`src/scs_pkg.sv`:
```
// shared constants and types for the conversion sequencer
package scs_pkg;

	// system clock and internal oscillator
	localparam int CLOCK_MHZ = 250;
	localparam int OSC_MIN_MHZ = 21;
	// longest oscillator period in system cycles, rounded down so the tick rate stays at or above the minimum
	localparam logic [3:0] OSC_DIV_CYCLES = 4'(CLOCK_MHZ / OSC_MIN_MHZ);

	// phase lengths in conversion clocks
	localparam logic [1:0] ACQ_CCLKS = 2'h3;
	localparam logic [4:0] CONV_CCLKS = 5'h12;

	// configuration field bit positions
	localparam int CFG_CHAN_MODE_BIT = 11;
	localparam int CFG_CLK_SRC_BIT = 10;
	localparam int CFG_TRIG_MODE_BIT = 9;
	localparam int CFG_DEEP_PD_BIT = 2;

	// configuration after reset: auto channel, internal clock, manual trigger, powered
	localparam logic [11:0] CFG_RESET = 12'h604;

	// command field codes
	localparam logic [3:0] CMD_CHAN0 = 4'h0;
	localparam logic [3:0] CMD_CHAN1 = 4'h1;
	localparam logic [3:0] CMD_WAKEUP = 4'hb;
	localparam logic [3:0] CMD_WRITE_CFG = 4'he;
	localparam logic [3:0] CMD_DEFAULT = 4'hf;

	// sequencer phases
	typedef enum logic [1:0] {
		SCS_SAMPLE = 2'b00,
		SCS_CONVERT = 2'b01,
		SCS_HALT = 2'b10
	} scs_phase_e;

	// one command word: command field then configuration field
	typedef struct packed {
		logic [3:0] command_field;
		logic [11:0] configuration_field;
	} scs_cmd_s;

	// whole state of the sequencer
	typedef struct packed {
		scs_phase_e phase;
		logic [1:0] acq_cnt;
		logic [4:0] conv_cnt;
		logic [3:0] osc_cnt;
		logic sclk_prev;
		logic sclk_half;
		logic start_prev;
		logic [11:0] cfg;
		logic channel;
		logic eoc_n;
		logic done;
	} scs_state_s;

	localparam scs_state_s STATE_RESET = '{
		phase: SCS_SAMPLE,
		acq_cnt: 2'h0,
		conv_cnt: 5'h00,
		osc_cnt: 4'h0,
		sclk_prev: 1'b0,
		sclk_half: 1'b0,
		start_prev: 1'b1,
		cfg: CFG_RESET,
		channel: 1'b0,
		eoc_n: 1'b1,
		done: 1'b0
	};

endpackage : scs_pkg

```
`src/scs_sequencer.sv`:
```
// conversion timing and channel sequencing for a 12-bit sar converter
// Notes on behaviour
// - internal source ticks the conversion clock at 21 MHz or faster
// - oscillator runs except in deep power-down or with serial clock source
// - acquisition lasts at least 3 conversion clocks before conversion
// - conversion lasts 18 conversion clocks
// - serial clock source is halved to form the conversion clock
// - serial-clock timed conversion spans 35 or 36 serial clocks by start alignment
// - manual channel chosen by a command word, possibly only four serial clocks long
// - automatic channel selection is default and alternates channel 0 and 1
// - clearing the channel mode bit makes channel 0 acquired next
// - in manual trigger, start pin falling edge ends sampling and begins conversion
// - start pin acts independently of frame select
// - automatic trigger restarts after 3 acquisition clocks, 21 clocks per cycle
// - manual trigger: status low from start fall until conversion completes
// - command word is 4-bit command field then 12-bit configuration field
`timescale 1ns/1ps

module scs_sequencer (
	// clock and reset
	input wire logic clock_in,
	input wire logic rst_in,
	// pins from the host
	input wire logic conversion_start_pin_n_in,
	input wire logic serial_clock_in,
	input wire logic frame_select_n_in,
	// decoded command word from the serial frame
	input wire logic command_valid_in,
	input wire scs_pkg::scs_cmd_s command_in,
	// status toward the host and analog core
	output logic end_of_conversion_n_out,
	output logic conversion_done_out,
	output logic converting_out,
	output logic channel_out,
	output logic oscillator_enable_out,
	output logic [11:0] configuration_out
);

	scs_pkg::scs_state_s st;
	scs_pkg::scs_state_s next_st;
	logic sclk_rise;
	logic start_fall;
	logic conversion_clock_tick;
	logic use_sclk;
	logic osc_run;
	logic manual_trigger;
	logic manual_channel;
	logic acq_ok;
	logic unused_frame;

	// frame select is deliberately not looked at by the start path
	// start independent of frame
	assign unused_frame = frame_select_n_in;

	// mode decode from the live configuration
	assign use_sclk = ~st.cfg[scs_pkg::CFG_CLK_SRC_BIT];
	assign manual_trigger = st.cfg[scs_pkg::CFG_TRIG_MODE_BIT];
	assign manual_channel = st.cfg[scs_pkg::CFG_CHAN_MODE_BIT];
	assign osc_run = st.cfg[scs_pkg::CFG_DEEP_PD_BIT] & ~use_sclk;

	// edge detectors; pins are taken as synchronous to clock_in
	assign sclk_rise = serial_clock_in & ~st.sclk_prev;
	assign start_fall = st.start_prev & ~conversion_start_pin_n_in;
	assign acq_ok = (st.acq_cnt == scs_pkg::ACQ_CCLKS);

	// conversion clock source: every second serial rise, or the oscillator divider
	always_comb begin
		if (use_sclk) begin
			conversion_clock_tick = sclk_rise & st.sclk_half;
		end else begin
			conversion_clock_tick = osc_run && (st.osc_cnt == scs_pkg::OSC_DIV_CYCLES - 4'h1);
		end
	end

	// next-state logic for the whole sequencer
	always_comb begin
		next_st = st;
		next_st.done = 1'b0;
		next_st.sclk_prev = serial_clock_in;
		next_st.start_prev = conversion_start_pin_n_in;

		// divider state; halving phase only advances on serial rises
		if (use_sclk && sclk_rise) begin
			next_st.sclk_half = ~st.sclk_half;
		end
		// stopped oscillator holds its count at zero to restart clean
		if (!osc_run || conversion_clock_tick) begin
			next_st.osc_cnt = 4'h0;
		end else begin
			next_st.osc_cnt = st.osc_cnt + 4'h1;
		end

		// command handling
		// command then configuration field
		if (command_valid_in) begin
			case (command_in.command_field)
				scs_pkg::CMD_CHAN0, scs_pkg::CMD_CHAN1: begin
					if (manual_channel) begin
						next_st.channel = command_in.command_field[0];
					end
				end
				scs_pkg::CMD_WAKEUP: begin
					next_st.cfg[scs_pkg::CFG_DEEP_PD_BIT] = 1'b1;
				end
				scs_pkg::CMD_WRITE_CFG: begin
					next_st.cfg = command_in.configuration_field;
					if (!command_in.configuration_field[scs_pkg::CFG_CHAN_MODE_BIT]) begin
						next_st.channel = 1'b0;
					end
				end
				scs_pkg::CMD_DEFAULT: begin
					next_st.cfg = scs_pkg::CFG_RESET;
					next_st.channel = 1'b0;
				end
				default: begin
				end
			endcase
		end

		// phase machine; decisions use the configuration already in force
		case (st.phase)
			scs_pkg::SCS_HALT: begin
				if (st.cfg[scs_pkg::CFG_DEEP_PD_BIT]) begin
					next_st.phase = scs_pkg::SCS_SAMPLE;
					next_st.acq_cnt = 2'h0;
				end
			end
			scs_pkg::SCS_SAMPLE: begin
				if (conversion_clock_tick && !acq_ok) begin
					next_st.acq_cnt = st.acq_cnt + 2'h1;
				end
				if (manual_trigger) begin
					// early edges are dropped, they would cut acquisition short
					// hold and convert on fall
					if (start_fall && acq_ok) begin
						next_st.phase = scs_pkg::SCS_CONVERT;
						next_st.conv_cnt = 5'h00;
						next_st.eoc_n = 1'b0;
					end
				end else begin
					if (acq_ok) begin
						next_st.phase = scs_pkg::SCS_CONVERT;
						next_st.conv_cnt = 5'h00;
						next_st.eoc_n = 1'b1;
					end
				end
			end
			scs_pkg::SCS_CONVERT: begin
				if (conversion_clock_tick) begin
					next_st.conv_cnt = st.conv_cnt + 5'h01;
					if (st.conv_cnt == scs_pkg::CONV_CCLKS - 5'h01) begin
						next_st.phase = scs_pkg::SCS_SAMPLE;
						next_st.acq_cnt = 2'h0;
						next_st.done = 1'b1;
						// auto trigger marks the acquisition window low instead
						next_st.eoc_n = manual_trigger;
						if (!manual_channel) begin
							next_st.channel = ~st.channel;
						end
					end
				end
			end
			default: begin
				next_st.phase = scs_pkg::SCS_SAMPLE;
			end
		endcase

		// deep power-down aborts any conversion in progress
		if (!st.cfg[scs_pkg::CFG_DEEP_PD_BIT]) begin
			next_st.phase = scs_pkg::SCS_HALT;
			next_st.acq_cnt = 2'h0;
			next_st.conv_cnt = 5'h00;
			next_st.eoc_n = 1'b1;
		end
	end

	// state register
	always_ff @(posedge clock_in or posedge rst_in) begin
		if (rst_in) begin
			st <= scs_pkg::STATE_RESET;
		end else begin
			st <= next_st;
		end
	end

	// outputs straight from state flops
	assign end_of_conversion_n_out = st.eoc_n;
	assign conversion_done_out = st.done;
	assign converting_out = (st.phase == scs_pkg::SCS_CONVERT);
	assign channel_out = st.channel;
	assign oscillator_enable_out = osc_run;
	assign configuration_out = st.cfg;

endmodule : scs_sequencer

```
`config.mk`:
```
export PLATFORM = sky130hd
export DESIGN_NAME = scs_sequencer
export DESIGN_NICKNAME = d
export VERILOG_FILES = /design/src/scs_pkg.sv /design/src/scs_sequencer.sv
export SDC_FILE = /design/constraint.sdc
export NUM_CORES = 1
export LEC_CHECK = 0
export ABC_CLOCK_PERIOD_IN_PS = 4580
export BUFFER_PORTS_ARGS = -buffer_cell sky130_fd_sc_hd__buf_2
export CELL_PAD_IN_SITES_DETAIL_PLACEMENT = 2
export CELL_PAD_IN_SITES_GLOBAL_PLACEMENT = 2
export CORE_ASPECT_RATIO = 1.75
export CORE_MARGIN = 2
export CORE_UTILIZATION = 34
export DETAILED_ROUTE_END_ITERATION = 10
export PLACE_DENSITY_LB_ADDON = 0.1
export SYNTH_ARGS = -nofsm -noshare
export SYNTH_HDL_FRONTEND = slang
export SYNTH_SLANG_ARGS = --single-unit
export TNS_END_PERCENT = 100
```
`constraint.sdc`:
```
create_clock -name clock_in -period 4.58 [get_ports clock_in]
set_clock_uncertainty 0.1 [all_clocks]
set_input_delay 0.687 -clock clock_in [delete_from_list [all_inputs] [get_ports clock_in]]
set_output_delay 0.687 -clock clock_in [all_outputs]
set_load 0.03 [all_outputs]
```
==> flow_metrics.env <==
export IMPL_synth_edf_count=0
export IMPL_reg2reg_slack_ns=2.53
export IMPL_startpoint="st[18]"
export IMPL_top_layer_used="met4"
export IMPL_rsz0062_at_grt="no"
export IMPL_drt_iter0_markers=26
export IMPL_num_nets_final=219
export IMPL_criticalPathCategory="reg2reg"
export IMPL_final_core_util=0.4023
export IMPL_period_minus_slack_ns=2.047
export IMPL_fin_crit_sh=0.4470
export IMPL_synth_distinct_cells=38
export IMPL_synthMuxAreaShare=0.03198
export IMPL_via_per_inst=5.204
export IMPL_startpoint_type="flop"
export IMPL_post_cts_buffers=0
export IMPL_route_met2_wl_mm=2.528
export IMPL_antenna_cells=0
export IMPL_post_route_drc_count=0
export IMPL_instances_no_fill=245
export IMPL_yosysSeqAreaShare=0.4875
export IMPL_grt_max_degree=32
export IMPL_drive_gt1_frac=0.3057
export IMPL_io_buffers=37
export IMPL_hold_start="configuration_out[3]"
export IMPL_track_usage=0.1688
export IMPL_synth_top_family_by_area="simple AND/OR/NAND/NOR gates"
export IMPL_vias=1275
export IMPL_syn_to_final_growth_pct=15.99
export IMPL_stdcell_area_mm2=0.001861
export IMPL_crit_family="simple AND/OR/NAND/NOR gates"
export IMPL_wire_per_inst_um=16.49
export IMPL_ant_nets=0
export IMPL_hold_viol=0
export IMPL_yosys_area_share_xor_xnor=0.01638
export IMPL_htreeDepth=2
export IMPL_slew_viol_final=0
export IMPL_ir_drop_uv=252.3
export IMPL_antenna_found_initial=0
export IMPL_hold_class="reg2reg"
export IMPL_worstPathMaxFanout=4
export IMPL_met3WireLength_um=127
export IMPL_postSynthCellCount=162
export IMPL_clk_path_buf_depth=2
export IMPL_die_area_mm2=0.005305
export IMPL_tritoncts="built"
export IMPL_grt_pass1_vias=1468
export IMPL_place_area_mm2=0.001760
export IMPL_yosysWarningCount=0
export IMPL_gr_total_overflow=0
export IMPL_cpPeakStageDelay_ns=0.56
export IMPL_met1Wirelength_mm=1.351
export IMPL_die_h_um=94.86
export IMPL_io_pins=39
export IMPL_std_cell_rows=33
export IMPL_syn_nets=189
export IMPL_crit_chain="inv_1, ha_1, nand2_1, o31a_1, nor4b_1, mux2i_1"
export IMPL_leakage_nw=0.9165
export IMPL_synth_compound_area_frac=0.1310
export IMPL_clkSinkCount=31
export IMPL_finalSetupTns_ns=0
export IMPL_p_per_area_mw_per_mm2=493.8
export IMPL_status="completed"
export IMPL_ys_ff_latch=31
export IMPL_r2r_start="st[18]"
export IMPL_insertion_delay_ns=0.28
export IMPL_whs_endpoint="configuration_out[3]"
export IMPL_setup_violations=0
export IMPL_worst_r2r_endpoint="channel_out"
export IMPL_hold_depth=2
export IMPL_netlist_area_mm2=0.001604
export IMPL_grt_pass1_wl_mm=6.865
export IMPL_required_ns=4.68
export IMPL_synth_main_ff_cell="dfrtp_1"
export IMPL_synthAdderAreaFrac=0.03900
export IMPL_relSlewSlack=0.4411
export IMPL_placed_cells=237
export IMPL_synthArstFlopShare=1.000
export IMPL_clkSlewWorstSetupHoldPaths_ns=0.07
export IMPL_synth_avg_cell_area_um2=9.901
export IMPL_core_mm2=0.004624
export IMPL_cp_arrival_ns=2.14
export IMPL_cts_resized=0
export IMPL_fmaxAchievable_ghz=0.4885
export IMPL_cap_violations=0
export IMPL_clockRootBuffer="clkbuf_8"
export IMPL_chipWidth_um=55.92
export IMPL_crit_slowest_cell="nor4b_1"
export IMPL_dp_hpwl_mm=3.186
export IMPL_drt_wl_total_mm=4.040
export IMPL_worst_pin_slew_ns=0.8358
export IMPL_yosys_area_share_simple=0.2145
export IMPL_cts_hold_buf=0
export IMPL_start_util=0.3469
export IMPL_place_gp_congestion=0.7352
export IMPL_first_pass_iters=4
export IMPL_cts_buffers_inserted=5
export IMPL_r2r_cells=6
export IMPL_cp_buffers_inverters=1
export IMPL_cp_end_kind="flop"
[metal layers]
metal,global-route usage,up-vias
li1,-,604
met1,0.1576,640
met2,0.3532,29
met3,0.02603,2
met4,0.06548,0
met5,0,-
[cell type report]
class / count / area [µm²]
Fill cell: 534 / 2764
Sequential cell: 31 / 782.0
Multi-Input combinational cell: 109 / 694.4
Timing Repair Buffer: 38 / 192.7
Clock buffer: 8 / 100.1
Tap cell: 52 / 65.06
Inverter: 7 / 26.28
[per-stage QoR]
stage	hold WS [ns]	setup WS [ns]	power (mW)
final	0.3743	2.533	0.9188
after global placement	0.3588	2.385	0.6658
after global routing	0.4056	2.354	0.9801
after CTS	0.3801	2.500	0.9371
after floorplan	0.3451	2.720	0.6151
after detailed placement	0.3668	2.354	0.6912
[worst reg2reg max path: cells and delay by family (launching register included)]
family / cells / cell delay [ns]
and+or+nand+nor: 2 / 0.67
AOI/OAI and AO/OA: 1 / 0.32
buffers and inverters: 1 / 0.08
DFF: 1 / 0.41
muxes: 1 / 0.24
adders and majority gates: 1 / 0.15
[state kept, by name, indices dropped and copies added (netlist names)]
signal	count
st	16
channel_out	1
configuration_out	12
end_of_conversion_n_out	1
conversion_done_out	1
[layout by cell type (no fill, tap or decap), types with 2 or more instances in the layout]
cell type   n
nand2b_1    9
clkbuf_8    7
dfstp_2     5
nand3_1     7
xnor2_1     2
nor2_1     12
dfrtp_1    26
mux2_4      2
a21oi_1     4
inv_1       7
and2b_1     2
or3_1       2
o21ai_0    20
ha_1        5
nor3_1      2
nand2_1    17
nand4_1     4
buf_2      37
nor4b_1     2
[cells in the mapped netlist, drive strengths merged (2+ instances only)]
| master | count | area [µm²] |
|---|---|---|
| a21oi | 4 | 20.02 |
| and2b | 2 | 15.01 |
| buf | 12 | 90.09 |
| clkbuf | 3 | 11.26 |
| dfrtp | 26 | 650.6 |
| dfstp | 5 | 131.4 |
| ha | 5 | 62.56 |
| inv | 7 | 26.28 |
| mux2 | 3 | 41.29 |
| nand2 | 18 | 70.07 |
| nand2b | 10 | 70.06 |
| nand3 | 7 | 35.03 |
| nand4 | 4 | 25.02 |
| nor2 | 12 | 45.04 |
| nor3 | 2 | 10.01 |
| nor4b | 2 | 17.52 |
| o21ai | 21 | 108.9 |
| or3 | 3 | 23.77 |
| xnor2 | 2 | 17.52 |
[how the worst max path moves through the flow]
stage                               to  slack (ns)  cells past startpoint
6_report                   channel_out        2.53                      6
5_1_grt                    channel_out        2.35                      6
4_1_cts                    channel_out        2.50                      6
3_5_place_dp      configuration_out[9]        2.35                      4
3_3_place_gp               channel_out        2.39                      5
2_1_floorplan  end_of_conversion_n_out        2.72                      5
[kinds of logic after synthesis]
| family | Yosys count |
|---|---|
| muxes | 4 |
| xor gates and xnor gates | 3 |
| AOI/OAI and AO/OA | 33 |
| adders and majority gates | 5 |
| buffers and inverters | 22 |
| and+or+nand+nor | 64 |
| DFF | 31 |
[where the power goes]
part	switching [mW]	internal [mW]	total [mW]
clock	0.0990	0.137	0.236
combinational	0.183	0.129	0.312
sequential	0.0426	0.328	0.371
total	0.324	0.594	0.919
(Power assumes the default switching activity.)
